## src/logic/tmc_pkg.sv

```systemverilog
// Constants, register map and field layout of the timer channel pin control block
//
// Behaviour
// - Field A zero: compare register, match leaves pin alone; reset value.
// - Field A 001: compare match on register A drives pin low.
// - Field A 010: compare match on register A drives pin high.
// - Field A 011: match toggles pin; channel 2 drives high instead.
// - Field A 100: capture counter into register A on rising pin edge.
// - Field A 101: capture counter into register A on falling pin edge.
// - Field A 11x: capture counter into register A on both pin edges.
// - Bits 6 to 4 give register B the same choices, same encoding.
package tmc_pkg;

    // ------------------------------------------------------------------
    // Register map: printed offsets are word indexes, byte address is 4x
    // ------------------------------------------------------------------
    localparam int          ADDR_W    = 22;
    localparam logic [19:0] IDX_TCR   = 20'hFFF68;
    localparam logic [19:0] IDX_IOC   = 20'hFFF69;
    localparam logic [19:0] IDX_CNT   = 20'hFFF6A;
    localparam logic [19:0] IDX_CPA   = 20'hFFF6C;
    localparam logic [19:0] IDX_CPB   = 20'hFFF6E;

    // ------------------------------------------------------------------
    // Reset values
    // ------------------------------------------------------------------
    localparam logic [7:0]  TCR_RST   = 8'h80;
    localparam logic [7:0]  IOC_RST   = 8'h88;
    localparam logic [15:0] CNT_RST   = 16'h0000;
    localparam logic [15:0] GR_RST    = 16'hFFFF;

    // ------------------------------------------------------------------
    // Field positions
    // ------------------------------------------------------------------
    localparam int          IOA_LSB   = 0;
    localparam int          IOB_LSB   = 4;
    localparam int          TPSC_LSB  = 0;
    localparam int          CKEG_LSB  = 3;
    localparam int          CCLR_LSB  = 5;
    localparam logic [7:0]  TCR_WMASK = 8'h7F;
    localparam logic [7:0]  IOC_WMASK = 8'h77;

    // ------------------------------------------------------------------
    // Encodings
    // ------------------------------------------------------------------
    localparam logic [1:0]  OUT_NONE  = 2'h0;
    localparam logic [1:0]  OUT_LOW   = 2'h1;
    localparam logic [1:0]  OUT_HIGH  = 2'h2;
    localparam logic [1:0]  OUT_TOGG  = 2'h3;
    localparam logic [1:0]  CLR_NONE  = 2'h0;
    localparam logic [1:0]  CLR_CPA   = 2'h1;
    localparam logic [1:0]  CLR_CPB   = 2'h2;
    localparam logic [1:0]  CLR_SYNC  = 2'h3;
    localparam logic [1:0]  RESP_OK   = 2'h0;
    localparam logic [1:0]  RESP_ERR  = 2'h2;
    localparam int          TOGGLE_HIGH_CHANNEL = 2;

endpackage : tmc_pkg

```

## src/logic/tmc_gr_if.sv

```systemverilog
// Interface between the channel core and one general register unit
`timescale 1ns/100ps
`default_nettype none
interface tmc_gr_if;
    logic [2:0]  io_sel;
    logic [15:0] cnt;
    logic        tick;
    logic        wr_en;
    logic [15:0] wr_data;
    logic        pin_in;
    logic [15:0] gr;
    logic        hit;
    logic        pin_out;
    logic        pin_oe;

    modport unit (
        input  io_sel, cnt, tick, wr_en, wr_data, pin_in,
        output gr, hit, pin_out, pin_oe
    );
    modport core (
        output io_sel, cnt, tick, wr_en, wr_data, pin_in,
        input  gr, hit, pin_out, pin_oe
    );
endinterface : tmc_gr_if
`default_nettype wire

```

## src/logic/tmc_gr_unit.sv

```systemverilog
// One general register working as output compare or input capture register
`timescale 1ns/100ps
`default_nettype none
module tmc_gr_unit
    import tmc_pkg::*;
#(
    parameter int CHANNEL = 0
) (
    // Clock and reset
    input  wire logic  mclk,
    input  wire logic  sys_rst,
    // Link to the core
    tmc_gr_if.unit     bus
);

    // ------------------------------------------------------------------
    // Mode decode and pin edges
    // ------------------------------------------------------------------
    logic        pin_prev_q;
    logic [15:0] gr_q;
    logic        pin_out_q;
    logic        pin_oe_q;
    logic        pin_out_d;

    wire         is_capture = bus.io_sel[2];
    wire  [1:0]  out_mode   = bus.io_sel[1:0];
    wire         pin_rise   = bus.pin_in & ~pin_prev_q;
    wire         pin_fall   = ~bus.pin_in & pin_prev_q;
    wire         edge_both  = pin_rise | pin_fall;
    wire         edge_one   = bus.io_sel[0] ? pin_fall : pin_rise;
    wire         cap_hit    = is_capture & (bus.io_sel[1] ? edge_both : edge_one);
    wire         cmp_hit    = ~is_capture & bus.tick & (bus.cnt == gr_q);
    wire         toggle_hi  = (CHANNEL == TOGGLE_HIGH_CHANNEL);

    // Capture beats a software write in the same cycle
    wire  [15:0] gr_d = cap_hit ? bus.cnt : (bus.wr_en ? bus.wr_data : gr_q);

    // ------------------------------------------------------------------
    // Compare output action
    // ------------------------------------------------------------------
    always_comb begin
        pin_out_d = pin_out_q;
        if (cmp_hit) begin
            case (out_mode)
                OUT_NONE: pin_out_d = pin_out_q;
                OUT_LOW:  pin_out_d = 1'b0;
                OUT_HIGH: pin_out_d = 1'b1;
                OUT_TOGG: pin_out_d = toggle_hi ? 1'b1 : ~pin_out_q;
                default:  pin_out_d = pin_out_q;
            endcase
        end
    end

    always_ff @(posedge mclk) begin
        if (sys_rst) begin
            pin_prev_q <= 1'b0;
            gr_q       <= GR_RST;
            pin_out_q  <= 1'b0;
            pin_oe_q   <= 1'b0;
        end else begin
            pin_prev_q <= bus.pin_in;
            gr_q       <= gr_d;
            pin_out_q  <= pin_out_d;
            pin_oe_q   <= ~is_capture & (out_mode != OUT_NONE);
        end
    end

    assign bus.gr      = gr_q;
    assign bus.hit     = cmp_hit | cap_hit;
    assign bus.pin_out = pin_out_q;
    assign bus.pin_oe  = pin_oe_q;

endmodule : tmc_gr_unit
`default_nettype wire

```

## src/logic/tmc_timer_channel.sv

```systemverilog
// 16-bit timer channel with compare/capture pin control and AXI4-Lite registers
//
// Our own choice: the AXI4-Lite register port.
`timescale 1ns/100ps
`default_nettype none
module tmc_timer_channel
    import tmc_pkg::*;
#(
    parameter int CHANNEL = 0
) (
    // Clock and reset
    input  wire logic              mclk,
    input  wire logic              sys_rst,
    // AXI4-Lite write address
    input  wire logic [ADDR_W-1:0] s_axi_awaddr,
    input  wire logic              s_axi_awvalid,
    output logic                   s_axi_awready,
    // AXI4-Lite write data
    input  wire logic [31:0]       s_axi_wdata,
    input  wire logic [3:0]        s_axi_wstrb,
    input  wire logic              s_axi_wvalid,
    output logic                   s_axi_wready,
    // AXI4-Lite write response
    output logic [1:0]             s_axi_bresp,
    output logic                   s_axi_bvalid,
    input  wire logic              s_axi_bready,
    // AXI4-Lite read address
    input  wire logic [ADDR_W-1:0] s_axi_araddr,
    input  wire logic              s_axi_arvalid,
    output logic                   s_axi_arready,
    // AXI4-Lite read data
    output logic [31:0]            s_axi_rdata,
    output logic [1:0]             s_axi_rresp,
    output logic                   s_axi_rvalid,
    input  wire logic              s_axi_rready,
    // External count clock pins A to D
    input  wire logic [3:0]        ext_clk_in,
    // Synchronous clear from a neighbouring channel
    input  wire logic              sync_clear_in,
    // Timer pin of general register A
    input  wire logic              pin_a_in,
    output logic                   pin_a_out,
    output logic                   pin_a_oe,
    // Timer pin of general register B
    input  wire logic              pin_b_in,
    output logic                   pin_b_out,
    output logic                   pin_b_oe
);

    // ------------------------------------------------------------------
    // Registers
    // ------------------------------------------------------------------
    logic [7:0]  tcr_q;
    logic [7:0]  ioc_q;
    logic [15:0] cnt_q;
    logic [15:0] cnt_d;
    logic [2:0]  div_q;
    logic        ext_prev_q;

    // ------------------------------------------------------------------
    // Bus slave state
    // ------------------------------------------------------------------
    logic [ADDR_W-1:0] wr_addr_q;
    logic [31:0]       wr_data_q;
    logic [3:0]        wr_strb_q;
    logic              awready_q;
    logic              wready_q;
    logic              bvalid_q;
    logic [1:0]        bresp_q;
    logic              arready_q;
    logic              rvalid_q;
    logic [31:0]       rdata_q;
    logic [1:0]        rresp_q;

    // ------------------------------------------------------------------
    // Write decode
    // ------------------------------------------------------------------
    wire        aw_take   = s_axi_awvalid & awready_q;
    wire        w_take    = s_axi_wvalid & wready_q;
    wire        wr_fire   = ~awready_q & ~wready_q & ~bvalid_q;
    wire [19:0] wr_idx    = wr_addr_q[ADDR_W-1:2];
    wire        wr_tcr    = wr_fire & (wr_idx == IDX_TCR);
    wire        wr_ioc    = wr_fire & (wr_idx == IDX_IOC);
    wire        wr_cnt    = wr_fire & (wr_idx == IDX_CNT);
    wire        wr_cpa    = wr_fire & (wr_idx == IDX_CPA);
    wire        wr_cpb    = wr_fire & (wr_idx == IDX_CPB);
    wire        wr_hit    = wr_tcr | wr_ioc | wr_cnt | wr_cpa | wr_cpb;
    wire [15:0] wr_mask16 = {{8{wr_strb_q[1]}}, {8{wr_strb_q[0]}}};
    wire [7:0]  wr_mask8  = {8{wr_strb_q[0]}};
    wire [7:0]  tcr_keep  = tcr_q & ~(wr_mask8 & TCR_WMASK);
    wire [7:0]  ioc_keep  = ioc_q & ~(wr_mask8 & IOC_WMASK);
    wire [7:0]  tcr_new   = tcr_keep | (wr_data_q[7:0] & wr_mask8 & TCR_WMASK);
    wire [7:0]  ioc_new   = ioc_keep | (wr_data_q[7:0] & wr_mask8 & IOC_WMASK);
    wire [15:0] cnt_new   = (cnt_q & ~wr_mask16) | (wr_data_q[15:0] & wr_mask16);

    // ------------------------------------------------------------------
    // Read decode
    // ------------------------------------------------------------------
    tmc_gr_if gr_bus [2] ();

    wire        ar_take   = s_axi_arvalid & arready_q;
    wire [19:0] rd_idx    = s_axi_araddr[ADDR_W-1:2];
    wire        rd_tcr    = (rd_idx == IDX_TCR);
    wire        rd_ioc    = (rd_idx == IDX_IOC);
    wire        rd_cnt    = (rd_idx == IDX_CNT);
    wire        rd_cpa    = (rd_idx == IDX_CPA);
    wire        rd_cpb    = (rd_idx == IDX_CPB);
    wire        rd_hit    = rd_tcr | rd_ioc | rd_cnt | rd_cpa | rd_cpb;
    wire [15:0] cpa_val   = gr_bus[0].gr;
    wire [15:0] cpb_val   = gr_bus[1].gr;
    wire [31:0] rd_word   = rd_tcr ? {24'h000000, tcr_q} :
                            rd_ioc ? {24'h000000, ioc_q} :
                            rd_cnt ? {16'h0000, cnt_q}   :
                            rd_cpa ? {16'h0000, cpa_val} :
                            rd_cpb ? {16'h0000, cpb_val} : 32'h00000000;

    // ------------------------------------------------------------------
    // Count clock selection
    // ------------------------------------------------------------------
    wire [2:0]  clk_sel   = tcr_q[TPSC_LSB+2:TPSC_LSB];
    wire [1:0]  edge_sel  = tcr_q[CKEG_LSB+1:CKEG_LSB];
    wire [1:0]  clr_sel   = tcr_q[CCLR_LSB+1:CCLR_LSB];
    wire        ext_level = ext_clk_in[clk_sel[1:0]];
    wire        ext_rise  = ext_level & ~ext_prev_q;
    wire        ext_fall  = ~ext_level & ext_prev_q;
    wire        ext_one   = edge_sel[0] ? ext_fall : ext_rise;
    wire        ext_tick  = edge_sel[1] ? (ext_rise | ext_fall) : ext_one;
    wire        div2_en   = div_q[0];
    wire        div4_en   = &div_q[1:0];
    wire        div8_en   = &div_q;
    wire        int_tick  = (clk_sel[1:0] == 2'h0) ? 1'b1    :
                            (clk_sel[1:0] == 2'h1) ? div2_en :
                            (clk_sel[1:0] == 2'h2) ? div4_en : div8_en;
    wire        cnt_tick  = clk_sel[2] ? ext_tick : int_tick;

    // ------------------------------------------------------------------
    // Counter clear source
    // ------------------------------------------------------------------
    wire        hit_a     = gr_bus[0].hit;
    wire        hit_b     = gr_bus[1].hit;
    wire        clr_hit   = ((clr_sel == CLR_CPA) & hit_a) |
                            ((clr_sel == CLR_CPB) & hit_b) |
                            ((clr_sel == CLR_SYNC) & sync_clear_in);

    always_comb begin
        cnt_d = cnt_q;
        if (wr_cnt) begin
            cnt_d = cnt_new;
        end else if (clr_hit) begin
            cnt_d = CNT_RST;
        end else if (cnt_tick) begin
            cnt_d = cnt_q + 16'h0001;
        end
    end

    // ------------------------------------------------------------------
    // General register units A and B
    // ------------------------------------------------------------------
    wire [1:0]  gr_wr   = {wr_cpb, wr_cpa};
    wire [1:0]  gr_pin  = {pin_b_in, pin_a_in};
    wire [5:0]  gr_sel  = {ioc_q[IOB_LSB+2:IOB_LSB], ioc_q[IOA_LSB+2:IOA_LSB]};

    genvar gi;
    generate
        for (gi = 0; gi < 2; gi = gi + 1) begin : g_gr
            assign gr_bus[gi].io_sel  = gr_sel[3*gi +: 3];
            assign gr_bus[gi].cnt     = cnt_q;
            assign gr_bus[gi].tick    = cnt_tick;
            assign gr_bus[gi].wr_en   = gr_wr[gi];
            assign gr_bus[gi].wr_data = cnt_new & wr_mask16 | wr_data_q[15:0] & wr_mask16
                                        | (gr_bus[gi].gr & ~wr_mask16);
            assign gr_bus[gi].pin_in  = gr_pin[gi];

            tmc_gr_unit #(
                .CHANNEL (CHANNEL)
            ) u_gr (
                .mclk    (mclk),
                .sys_rst (sys_rst),
                .bus     (gr_bus[gi])
            );
        end
    endgenerate

    // ------------------------------------------------------------------
    // Timer state
    // ------------------------------------------------------------------
    always_ff @(posedge mclk) begin
        if (sys_rst) begin
            tcr_q      <= TCR_RST;
            ioc_q      <= IOC_RST;
            cnt_q      <= CNT_RST;
            div_q      <= 3'h0;
            ext_prev_q <= 1'b0;
        end else begin
            tcr_q      <= wr_tcr ? tcr_new : tcr_q;
            ioc_q      <= wr_ioc ? ioc_new : ioc_q;
            cnt_q      <= cnt_d;
            div_q      <= div_q + 3'h1;
            ext_prev_q <= ext_level;
        end
    end

    // ------------------------------------------------------------------
    // Write channel handshake
    // ------------------------------------------------------------------
    always_ff @(posedge mclk) begin
        if (sys_rst) begin
            awready_q <= 1'b1;
            wready_q  <= 1'b1;
            bvalid_q  <= 1'b0;
            bresp_q   <= RESP_OK;
            wr_addr_q <= '0;
            wr_data_q <= 32'h00000000;
            wr_strb_q <= 4'h0;
        end else begin
            if (aw_take) begin
                awready_q <= 1'b0;
                wr_addr_q <= s_axi_awaddr;
            end
            if (w_take) begin
                wready_q  <= 1'b0;
                wr_data_q <= s_axi_wdata;
                wr_strb_q <= s_axi_wstrb;
            end
            if (wr_fire) begin
                bvalid_q <= 1'b1;
                bresp_q  <= wr_hit ? RESP_OK : RESP_ERR;
            end
            if (bvalid_q & s_axi_bready) begin
                bvalid_q  <= 1'b0;
                awready_q <= 1'b1;
                wready_q  <= 1'b1;
            end
        end
    end

    // ------------------------------------------------------------------
    // Read channel handshake
    // ------------------------------------------------------------------
    always_ff @(posedge mclk) begin
        if (sys_rst) begin
            arready_q <= 1'b1;
            rvalid_q  <= 1'b0;
            rdata_q   <= 32'h00000000;
            rresp_q   <= RESP_OK;
        end else if (ar_take) begin
            arready_q <= 1'b0;
            rvalid_q  <= 1'b1;
            rdata_q   <= rd_word;
            rresp_q   <= rd_hit ? RESP_OK : RESP_ERR;
        end else if (rvalid_q & s_axi_rready) begin
            arready_q <= 1'b1;
            rvalid_q  <= 1'b0;
        end
    end

    // ------------------------------------------------------------------
    // Outputs
    // ------------------------------------------------------------------
    assign s_axi_awready = awready_q;
    assign s_axi_wready  = wready_q;
    assign s_axi_bvalid  = bvalid_q;
    assign s_axi_bresp   = bresp_q;
    assign s_axi_arready = arready_q;
    assign s_axi_rvalid  = rvalid_q;
    assign s_axi_rdata   = rdata_q;
    assign s_axi_rresp   = rresp_q;
    assign pin_a_out     = gr_bus[0].pin_out;
    assign pin_a_oe      = gr_bus[0].pin_oe;
    assign pin_b_out     = gr_bus[1].pin_out;
    assign pin_b_oe      = gr_bus[1].pin_oe;

endmodule : tmc_timer_channel
`default_nettype wire

```

## config.mk

```make
export PLATFORM = sky130hd
export DESIGN_NAME = tmc_timer_channel
export DESIGN_NICKNAME = d
export VERILOG_FILES = /design/src/logic/tmc_pkg.sv /design/src/logic/tmc_gr_if.sv /design/src/logic/tmc_gr_unit.sv /design/src/logic/tmc_timer_channel.sv
export SDC_FILE = /design/constraint.sdc
export NUM_CORES = 1
export LEC_CHECK = 0
export BUFFER_PORTS_ARGS = -buffer_cell sky130_fd_sc_hd__buf_2
export CORE_MARGIN = 4
export CORE_UTILIZATION = 45
export DETAILED_ROUTE_END_ITERATION = 10
export GPL_ROUTABILITY_DRIVEN = 1
export PLACE_DENSITY = 0.65
export RECOVER_POWER = 50
export SKIP_CTS_REPAIR_TIMING = 1
export SLEW_MARGIN = 20
export SYNTH_ARGS = -nofsm -noshare
export SYNTH_HDL_FRONTEND = slang
export SYNTH_SLANG_ARGS = --single-unit
```

## constraint.sdc

```tcl
create_clock -name mclk -period 6.88 [get_ports mclk]
set_input_delay 0 -clock mclk [delete_from_list [all_inputs] [get_ports mclk]]
set_output_delay 0 -clock mclk [all_outputs]
set_load 0.02 [all_outputs]
```

==> out/metrics.yaml, run 1 <==
power:
  power_frac_clock: 0.486
  swShare: 0.2355
  p_switching_mw: 0.4450
  pwr-share-seq: 0.431
  power_leakage_nw: 3.503
  combinational_power_share: 0.083
  cell_internal_pwr_mw: 1.445
  worst_ir_drop_vdd_uv: 177.0
  power_density_over_the_cells_nw_per_um2: 218.6
grt:
  grt_start_max_net_pins: 76
  number_of_global_route_vias_before_repair: 5544
  globalRoute.totalOverflow: 0
  initial_antenna_violation_count: 0
  groute.usage.overall: 0.2038
  wire_length_of_the_first_global_routing_pass_mm: 28.95
synthesis:
  post_synth_and_or_nand_nor_area_fraction: 0.1976
  combinational_family_with_the_most_area_after_synthesis: "simple AND/OR/NAND/NOR gates"
  yosys_warnings: 0
  syn-cell-area_um2: 7099
  adder_cell_fraction_of_synth_area: 0.01586
  synthFlopType: "sky130_fd_sc_hd__dfxtp_1"
  number_of_enable_type_register_cells_in_the_synthesized_netlist: 0
  seq_area_frac_synth: 0.3722
  synth_compound_gate_area_share: 0.1438
  synthXorXnorAreaFrac: 0.04318
  number_of_flip_flops_and_latches_in_the_synthesized_netlist: 132
  muxShareOfSynthArea: 0.1625
  synth_cell_types: 64
  syn-mean-instance-area_um2: 8.452
  syn-instance-count: 840
  async_flop_share: 0
layout:
  post_route_cells_drive_above_1_share: 0.1732
  layout.cells.non_filler: 1175
  num_antenna_cells: 0
  flow.area_growth_from_synthesis_pct: 21.77
  finalNetCount: 1054
  postLayoutCoreUtil: 0.5645
  layout.cell_area.non_filler_um2: 8645
critical_path:
  setup.worst_path.end_class: "flip-flop"
  reg2regPathDepth: 10
  crit_path_start: "sys_rst"
  setup.worst_path.start_class: "primary input"
  worst_path_class_setup: "in2reg"
  regToRegEndpoint: "cnt_q[10]"
  worstPathMaxFanout: 75
  crit_path_arrival_time_ns: 4.77
  crit_end: "s_axi_wready"
  crit_required_ns: 7.25
  worst-r2r-setup-slack_ns: 3.27
sta:
  setup_violations: 0
  finalCriticalPeriod_ns: 4.406
  unrepaired_setup_endpoints_after_global_routing: "false"
  setup-tns-final_ns: 0
  timing.fmax_mhz: 227.0
  finalHoldViolCount: 0
  final_period_util: 0.6404
  layout_setup_ws_ns: 2.474
  finalMaxSlewViolations: 76
  worst-slew-pin-transition_ns: 3.369
  finClkSkew_ns: 0.008055
  slew_limit_headroom: -1.246
place:
  dp_cells: 1094
  numPortBuffers: 98
  routabilityCongestion: 0.8248
  dpl_worst_slack_ns: 3.310
  dp.final_hpwl_mm: 12.69
  dpl_cell_area_um2: 7600
detailed_routing:
  remaining_drc_errors: 0
  final_antenna_net_count: 0
  route.vias.total: 6355
  drt_iter0_drc: 495
  drt-vias-per-instance: 5.409
  avgRoutedWirePerCell_um: 16.10
  drt-pass1-iter-count: 5
  detail_route.wirelength_mm: 18.92
clocking:
  clkLatencyLatePin_ns: 0.42
  clockBufferDepth: 2
  cts_tree: "done"
  ctsRootBufferMaster: "sky130_fd_sc_hd__clkbuf_16"
  cts_inserted_buffers: 17
  cts_sinks: 132
  htree_levels: 4
  clk_transition_reported_paths_ns: 0.06
floorplanning:
  fp.coreArea_um2: 15310
  die-area_um2: 17850
  chipWidth_um: 133.6
  initial_utilization: 0.4636
  std_cell_rows: 45
  boundaryPins: 139
  die_y_um: 133.6
worst_hold_path:
  min-delay-path-class: "in2reg"
flow_run:
  maxCapViolations: 1
status:
  outcome: "complete, but fails checks"
  violations_in_the_final_reports: "capacitance limit, slew limit"
[area by class of cell]
class                      instances  area [µm²]
clock inverter                     9       127.6
sequential                       132        2643
tap                              211       264.0
multi-input combinational        625        4069
inverter                          21       78.83
clock buffer                      23       467.9
timing repair buffer             154       994.7
fill                            1466        6670
[synthesized netlist by cell type, types with 4 or more instances]
cell	n	area, µm²
sky130_fd_sc_hd__nor2b_1	4	25.02
sky130_fd_sc_hd__dfxtp_1	132	2643
sky130_fd_sc_hd__nand3_1	24	120.1
sky130_fd_sc_hd__a21oi_1	65	325.3
sky130_fd_sc_hd__nand2b_1	6	37.54
sky130_fd_sc_hd__xor2_1	15	131.4
sky130_fd_sc_hd__ha_1	9	112.6
sky130_fd_sc_hd__nand4_1	12	75.07
sky130_fd_sc_hd__mux2i_1	59	590.6
sky130_fd_sc_hd__and2_1	5	31.28
sky130_fd_sc_hd__a211oi_1	8	60.06
sky130_fd_sc_hd__and3_1	11	68.82
sky130_fd_sc_hd__a22o_1	9	78.83
sky130_fd_sc_hd__xnor2_1	20	175.2
sky130_fd_sc_hd__nor2_1	37	138.9
sky130_fd_sc_hd__o22ai_1	5	31.28
sky130_fd_sc_hd__o21ai_0	30	150.1
sky130_fd_sc_hd__inv_1	21	78.83
sky130_fd_sc_hd__nand2_1	155	581.8
sky130_fd_sc_hd__nor3_1	19	95.09
sky130_fd_sc_hd__nor4_1	5	31.28
sky130_fd_sc_hd__mux2_2	44	495.5
sky130_fd_sc_hd__clkbuf_1	54	202.7
sky130_fd_sc_hd__buf_4	19	142.6
sky130_fd_sc_hd__a22oi_1	4	30.03
[state kept, by name (all words and copies together) (netlist names), named ones only]
signal                 count
g_gr.u_gr.bus.gr          32
wr_addr_q                 20
cnt_q                     16
s_axi_rdata               16
wr_data_q                 16
div_q                      3
g_gr.u_gr.bus.pin_oe       2
g_gr.u_gr.bus.pin_out      2
g_gr.u_gr.pin_prev_q       2
wr_strb_q                  2
ext_prev_q                 1
s_axi_arready              1
s_axi_awready              1
s_axi_bresp                1
s_axi_bvalid               1
s_axi_rresp                1
s_axi_rvalid               1
s_axi_wready               1
[power groups by stage]
stage                     registers [mW]  logic [mW]  clock network (mW)
after CTS                          0.814       0.136               0.931
final                              0.814       0.157               0.918
after global placement             0.829       0.134                   0
after global routing               0.818       0.175               0.967
after detailed placement           0.830       0.135                   0
after floorplan                    0.817       0.106                   0
[worst min path at each step]
stage	cells after the start	end	startpoint	slack, ns
4_1_cts	2	s_axi_awready	s_axi_awvalid	-0.23
2_1_floorplan	1	s_axi_awready	s_axi_awvalid	0.10
6_report	4	ext_prev_q	ext_clk_in[2]	0.04
3_5_place_dp	2	s_axi_awready	s_axi_awvalid	0.22
3_3_place_gp	2	s_axi_wready	s_axi_wvalid	0.22
5_1_grt	4	ext_prev_q	ext_clk_in[1]	0.08
[layout by cell type, fill, tap and decap left out, drive strengths merged, types with 4 or more instances in the layout]
| cell type | netlist | routed |
|---|---|---|
| xor2 | 15 | 15 |
| o22ai | 5 | 5 |
| nor4 | 6 | 6 |
| nand2 | 155 | 155 |
| nand4 | 12 | 12 |
| buf | 25 | 76 |
| a22oi | 4 | 4 |
| or3 | 4 | 4 |
| ha | 9 | 9 |
| mux2 | 44 | 44 |
| nor2b | 4 | 4 |
| and3 | 11 | 11 |
| nor2 | 37 | 37 |
| nand2b | 6 | 6 |
| nor3 | 20 | 20 |
| xnor2 | 20 | 20 |
| a211oi | 9 | 9 |
| a22o | 9 | 9 |
| o21ai | 30 | 30 |
| inv | 21 | 21 |
| clkbuf | 54 | 52 |
| dlygate4sd3 | 0 | 49 |
| nand3 | 26 | 26 |
| conb | 1 | 18 |
| mux2i | 59 | 59 |
| dfxtp | 132 | 132 |
| a21oi | 65 | 65 |
| and2 | 5 | 5 |
[critical path, stage by stage]
cell	delay [ns]
sky130_fd_sc_hd__dlygate4sd3_1	0.52
sky130_fd_sc_hd__clkbuf_1	0.84
sky130_fd_sc_hd__clkbuf_1	2.43
sky130_fd_sc_hd__a21oi_1	0.15
sky130_fd_sc_hd__o21ai_0	0.20
sky130_fd_sc_hd__dlygate4sd3_1	0.57
[per-stage QoR]
stage | hold WS [ns] | power, mW
after floorplan | 0.1004 | 0.9229
after global placement | 0.2179 | 0.9638
after detailed placement | 0.2156 | 0.9653
after CTS | -0.2317 | 1.880
after global routing | 0.07554 | 1.960
final | 0.04332 | 1.890
[routing by layer]
layer  GRT usage  vias up  part of all wire  routed length (µm)
met2      0.3160      217              0.46                8636
li1            -     3149                 -                   -
met4     0.05829        0             0.015                 291
met3     0.05211       26             0.062                1179
met1      0.2811     2963              0.47                8809
met5           0        -                 0                   0
[cell families after synthesis]
logic type / Yosys count
and+or+nand+nor: 299
other: 1
buffers and inverters: 100
DFF: 132
AOI/OAI and AO/OA: 158
adders and majority gates: 9
muxes: 106
xor gates and xnor gates: 35
Power figures use the tool's default switching activity.
==> run 2, diff against run 1 <==
--- a/config.mk
+++ b/config.mk
@@ -5,6 +5,7 @@
 export SDC_FILE = /design/constraint.sdc
 export NUM_CORES = 1
 export LEC_CHECK = 0
+export ABC_AREA = 1
 export BUFFER_PORTS_ARGS = -buffer_cell sky130_fd_sc_hd__buf_2
 export CORE_MARGIN = 4
 export CORE_UTILIZATION = 45
==> constraint.sdc (replaced) <==
create_clock -name mclk -period 4.4 [get_ports mclk]
set_input_delay 0 -clock mclk [delete_from_list [all_inputs] [get_ports mclk]]
set_output_delay 0 -clock mclk [all_outputs]
set_load 0.02 [all_outputs]
==> run 2 against run 1 <==
Effect of this change: the flow finishes with violations (hold timing, capacitance limit, slew limit); cell count is 31% higher; register-to-register slack got worse by 1.7 ns; sequential power is 57% higher; largest cell class unchanged; highest routed layer unchanged.
==> out/metrics.yaml, run 2 <==
synthesis:
  syn-cell-area_um2: 7676
  synth_top_cell_by_area: "sky130_fd_sc_hd__dfxtp_1"
  synth_cell_types: 43
  synthTopCellsByArea: "sky130_fd_sc_hd__dfxtp_1 34%, sky130_fd_sc_hd__nand2_1 12%, sky130_fd_sc_hd__o21ai_0 12%"
  post-synth-top-area-fraction: 0.3443
  yosys.cell_count.top_type: "sky130_fd_sc_hd__nand2_1"
  synth_commonest_cells: "252 x sky130_fd_sc_hd__nand2_1, 187 x sky130_fd_sc_hd__nor2_1, 179 x sky130_fd_sc_hd__o21ai_0"
  syn-mean-instance-area_um2: 6.445
  number_of_flip_flops_and_latches_in_the_synthesized_netlist: 132
  yosys_warnings: 0
  number_of_enable_type_register_cells_in_the_synthesized_netlist: 0
  async_flop_share: 0
  synthFlopType: "sky130_fd_sc_hd__dfxtp_1"
  syn-instance-count: 1191
  seq_area_frac_synth: 0.3443
sta:
  finalCriticalPeriod_ns: 3.294
  setup_violations: 0
  setup-tns-final_ns: 0
  finalHoldViolCount: 1
  slew_limit_headroom: -0.5675
  timing.hold.ws_ns: -0.02006
  unrepaired_setup_endpoints_after_global_routing: "false"
  finClkSkew_ns: 0.007894
  worst-slew-pin-transition_ns: 2.338
  layout_setup_ws_ns: 1.107
  final_period_util: 0.7485
  finalMaxSlewViolations: 69
  timing.fmax_mhz: 303.6
critical_path:
  worstPathMaxFanout: 68
  crit_path_arrival_time_ns: 3.60
  timing.critical_path.slowest_cell_delay_ns: 2.07
  crit_required_ns: 4.70
  worst_path_class_setup: "in2reg"
  crit_path_start: "sys_rst"
  regToRegEndpoint: "cnt_q[0]"
  setup.worst_path.start_class: "primary input"
  path_delay_family: "buffers and inverters"
  crit_buf_inv: 3
  worst_path_max_delay_cell: "sky130_fd_sc_hd__clkinvlp_2"
  path_depth: 5
  worst-r2r-setup-slack_ns: 1.62
  crit_end: "wr_data_q[5]"
  setup.worst_path.end_class: "flip-flop"
  reg2regPathDepth: 15
  cp_cell_sequence: "buf_2, buf_4, clkinvlp_2, o21ai_0, nor2_1"
status:
  outcome: "complete, but fails checks"
  violations_in_the_final_reports: "hold timing, capacitance limit, slew limit"
place:
  numPortBuffers: 98
  dpl_cell_area_um2: 8183
  routabilityCongestion: 0.8698
  dp_cells: 1461
  dpl_worst_slack_ns: 1.648
  dp.final_hpwl_mm: 15.42
detailed_routing:
  remaining_drc_errors: 0
  drt-vias-per-instance: 5.245
  drt_iter0_drc: 678
  detail_route.wirelength_mm: 22.82
  route.vias.total: 8057
  avgRoutedWirePerCell_um: 14.86
  final_antenna_net_count: 0
  drt-pass1-iter-count: 5
grt:
  globalRoute.totalOverflow: 0
  grt_start_max_net_pins: 69
  wire_length_of_the_first_global_routing_pass_mm: 35.67
  number_of_global_route_vias_before_repair: 6909
  groute.usage.overall: 0.2263
  initial_antenna_violation_count: 0
floorplanning:
  chipWidth_um: 138.6
  initial_utilization: 0.4612
  std_cell_rows: 47
  fp.coreArea_um2: 16640
  die_y_um: 138.6
  die-area_um2: 19210
  boundaryPins: 139
power:
  power_leakage_nw: 4.218
  worst_ir_drop_vdd_uv: 291.3
  total_power_mw: 3.093
  power_density_over_the_cells_nw_per_um2: 336.6
clocking:
  clockBufferDepth: 2
  cts_tree: "done"
  clkLatencyLatePin_ns: 0.44
  ctsRootBufferMaster: "sky130_fd_sc_hd__clkbuf_16"
  cts_inserted_buffers: 17
  cts_sinks: 132
  htree_levels: 4
  clk_transition_reported_paths_ns: 0.06
layout:
  largest_reg_flops: 32
  filler_cell_count: 1670
  postLayoutCoreUtil: 0.5523
  mostFrequentLayoutCell: "sky130_fd_sc_hd__nand2_1"
  post_route_cells_drive_above_1_share: 0.1185
  finalNetCount: 1406
  layout_common_cells: "251 x sky130_fd_sc_hd__nand2_1, 187 x sky130_fd_sc_hd__nor2_1, 179 x sky130_fd_sc_hd__o21ai_0"
  layout.cell_area.non_filler_um2: 9191
  layout.cells.non_filler: 1536
  num_antenna_cells: 0
  flow.area_growth_from_synthesis_pct: 19.74
worst_hold_path:
  min-delay-path-class: "in2reg"
flow_run:
  maxCapViolations: 1
[run 2: worst register-to-register path, stage by stage (launching register included)]
cell and delay, ns:
sky130_fd_sc_hd__dfxtp_1 0.35, sky130_fd_sc_hd__inv_1 0.13, sky130_fd_sc_hd__nand2_1 0.06, sky130_fd_sc_hd__a32oi_1 0.23, sky130_fd_sc_hd__inv_1 0.09, sky130_fd_sc_hd__ha_1 0.29, sky130_fd_sc_hd__a21oi_1 0.15, sky130_fd_sc_hd__nand2_1 0.11
sky130_fd_sc_hd__a21oi_1 0.22, sky130_fd_sc_hd__nand3_2 0.14, sky130_fd_sc_hd__nand2_2 0.11, sky130_fd_sc_hd__nand2_2 0.20, sky130_fd_sc_hd__nand4_4 0.26, sky130_fd_sc_hd__inv_2 0.14, sky130_fd_sc_hd__nor2_1 0.14, sky130_fd_sc_hd__nor2_1 0.05
[run 2: kinds of logic after synthesis]
logic type,synth area share
flip-flops,0.3443
AO/OA/AOI/OAI,0.1928
AND/OR/NAND/NOR,0.3250
other,0.0004885
buffers and inverters,0.1006
XOR/XNOR,0.01826
multiplexers,0.003912
adder cells (fa/ha/maj),0.01467
[run 2: how the worst min path moves through the flow]
stage | from | end | slack (ns) | cells past startpoint
after floorplan | pin_a_in | g_gr[0].u_gr.pin_prev_q | 0.13 | 2
after global placement | pin_a_in | g_gr[0].u_gr.pin_prev_q | 0.24 | 3
after detailed placement | pin_a_in | g_gr[0].u_gr.pin_prev_q | 0.25 | 3
after CTS | pin_a_in | g_gr[0].u_gr.pin_prev_q | -0.20 | 3
after global routing | ext_clk_in[0] | ext_prev_q | 0.01 | 5
final | ext_clk_in[0] | ext_prev_q | -0.02 | 5
[run 2: metal layers]
layer  up-vias  share of wire  global-route usage
li1       4104              -                   -
met1      3627           0.47              0.3186
met2       289           0.44              0.3425
met3        37          0.072             0.05310
met4         0          0.019             0.07488
met5         -              0                   0
[run 2: cell type report]
class	instances	area, µm²	share of cell area
Clock inverter	15	193.9	0.02110
Sequential cell	132	2643	0.2875
Clock buffer	17	425.4	0.04628
Tap cell	220	275.3	0.02995
Multi-Input combinational cell	899	4317	0.4696
Inverter	105	397.9	0.04329
Timing Repair Buffer	148	939.7	0.1022
[run 2: report_power, final]
part / leakage (nW) / total (mW) / internal, mW / switching (mW)
clock: 0.299 / 1.51 / 0.908 / 0.606
sequential: 1.08 / 1.28 / 1.24 / 0.0376
combinational: 2.84 / 0.302 / 0.122 / 0.181
==> run 3, diff against run 2 <==
==> constraint.sdc (replaced) <==
create_clock -name mclk -period 3.3 [get_ports mclk]
set_input_delay 0 -clock mclk [delete_from_list [all_inputs] [get_ports mclk]]
set_output_delay 0 -clock mclk [all_outputs]
set_load 0.02 [all_outputs]
==> run 3 against run 2 <==
Effect of this change: the run still ends with hold timing, capacitance limit, slew limit left; global-route usage rose by 0.34 points; core utilization up 0.27 points; count of clock-buffer cells in the layout did not move; sequential power rose by 34%; critical path type is now reg2reg; non-clock buffer count rose by 8; die area did not move; via count about the same; total power increased by 33%; first-iteration DRC count fell by 9.1%; clock power grew 32%.
==> out/metrics.yaml, run 3 (synthesis gave the netlist of run 2 again) <==
sta:
  layout_setup_ws_ns: 0.6142
  finalCriticalPeriod_ns: 2.686
  final_period_util: 0.8139
  slew_limit_headroom: -1.111
  finClkSkew_ns: 0.009839
  finalHoldViolCount: 1
  worst-slew-pin-transition_ns: 3.167
  timing.hold.ws_ns: -0.01601
  timing.fmax_mhz: 372.3
  setup-tns-final_ns: 0
  setup_violations: 0
  unrepaired_setup_endpoints_after_global_routing: "false"
  finalMaxSlewViolations: 63
place:
  routabilityCongestion: 0.8879
  dpl_cell_area_um2: 8243
  dp_cells: 1469
  dpl_worst_slack_ns: 0.6486
  dp.final_hpwl_mm: 15.72
  numPortBuffers: 98
layout:
  layout.cell_area.non_filler_um2: 9236
  post_route_cells_drive_above_1_share: 0.1208
  filler_cell_count: 1660
  layout.cells.non_filler: 1544
  finalNetCount: 1414
  postLayoutCoreUtil: 0.5550
  largest_reg_flops: 32
  layout_common_cells: "252 x sky130_fd_sc_hd__nand2_1, 187 x sky130_fd_sc_hd__nor2_1, 179 x sky130_fd_sc_hd__o21ai_0"
  num_antenna_cells: 0
  mostFrequentLayoutCell: "sky130_fd_sc_hd__nand2_1"
  flow.area_growth_from_synthesis_pct: 20.33
floorplanning:
  std_cell_rows: 47
  die_y_um: 138.6
  fp.coreArea_um2: 16640
  boundaryPins: 139
  die-area_um2: 19210
  chipWidth_um: 138.6
  initial_utilization: 0.4612
grt:
  wire_length_of_the_first_global_routing_pass_mm: 36.40
  grt_start_max_net_pins: 63
  globalRoute.totalOverflow: 0
  groute.usage.overall: 0.2297
  number_of_global_route_vias_before_repair: 7149
  initial_antenna_violation_count: 0
critical_path:
  worst_path_max_delay_cell: "sky130_fd_sc_hd__dfxtp_1"
  crit_buf_inv: 3
  worst_path_class_setup: "reg2reg"
  worstPathMaxFanout: 10
  setup.worst_path.start_class: "flip-flop"
  crit_required_ns: 3.63
  path_delay_family: "simple AND/OR/NAND/NOR gates"
  cp_cell_sequence: "inv_1, nand2_1, a32oi_1, inv_1, ha_1, a21oi_1, nand2_1, a21oi_1, nand3_2, nand2_2, nand2_2, nand4_4, inv_2, nor2_1, nor2_1"
  setup.worst_path.end_class: "flip-flop"
  crit_path_arrival_time_ns: 3.02
  timing.critical_path.slowest_cell_delay_ns: 0.36
detailed_routing:
  route.vias.total: 8063
  avgRoutedWirePerCell_um: 14.71
  drt_iter0_drc: 616
  drt-pass1-iter-count: 5
  remaining_drc_errors: 0
  detail_route.wirelength_mm: 22.72
  final_antenna_net_count: 0
  drt-vias-per-instance: 5.222
power:
  power_density_over_the_cells_nw_per_um2: 445.0
  power_leakage_nw: 4.250
  worst_ir_drop_vdd_uv: 359.8
  total_power_mw: 4.110
clocking:
  ctsRootBufferMaster: "sky130_fd_sc_hd__clkbuf_16"
  clkLatencyLatePin_ns: 0.43
  clockBufferDepth: 2
  cts_tree: "done"
  clk_transition_reported_paths_ns: 0.07
  htree_levels: 4
  cts_sinks: 132
  cts_inserted_buffers: 17
status:
  violations_in_the_final_reports: "hold timing, capacitance limit, slew limit"
  outcome: "complete, but fails checks"
worst_hold_path:
  min-delay-path-class: "in2reg"
flow_run:
  maxCapViolations: 1
## run 3: cell count changes in the layout (fill, tap and decap cells not counted), sizes merged
| cell | before | now |
|---|---|---|
| inv | 108 | 110 |
| buf | 78 | 83 |
| clkinv | 6 | 5 |
| clkbuf | 44 | 47 |
| clkinvlp | 3 | 2 |
## run 3: path summary, 6_finish.rpt
check,start,slack [ns],to,depth (start not counted)
setup reg to reg,flip-flop,0.61,cnt_q[4],15
hold / removal,ext_clk_in[0],-0.02,ext_prev_q,5
hold reg to reg,g_gr[0].u_gr.bus.pin_out,0.45,g_gr[0].u_gr.bus.pin_out,1
setup / recovery,flip-flop,0.61,cnt_q[4],15
## run 3: layout make-up
cell class	instances	area, µm²	area share
Multi-Input combinational cell	899	4314	0.4671
Sequential cell	132	2643	0.2861
Tap cell	220	275.3	0.02980
Clock buffer	17	425.4	0.04606
Timing Repair Buffer	156	991.0	0.1073
Inverter	105	396.6	0.04294
Clock inverter	15	191.4	0.02073
## run 3: metal layers
| metal | track usage | up-vias | routed length [µm] |
|---|---|---|---|
| met4 | 0.07644 | 0 | 493 |
| met1 | 0.3255 | 3612 | 10760 |
| li1 | - | 4135 | - |
| met3 | 0.05828 | 38 | 1675 |
| met2 | 0.3417 | 278 | 9785 |
| met5 | 0 | - | 0 |
## run 3: worst reg2reg max path, delay by kind of cell (launching register included)
family	cells	cell delay (ns)
fa+ha+maj	1	0.30
flops	1	0.36
compound gates	3	0.56
simple gates	8	0.99
buf+inv	3	0.37
## run 3: where the power goes
| part | leakage [nW] | switching (mW) | internal (mW) |
|---|---|---|---|
| Clock | 0.298 | 0.794 | 1.21 |
| Combinational | 2.87 | 0.239 | 0.163 |
| Sequential | 1.08 | 0.0528 | 1.65 |
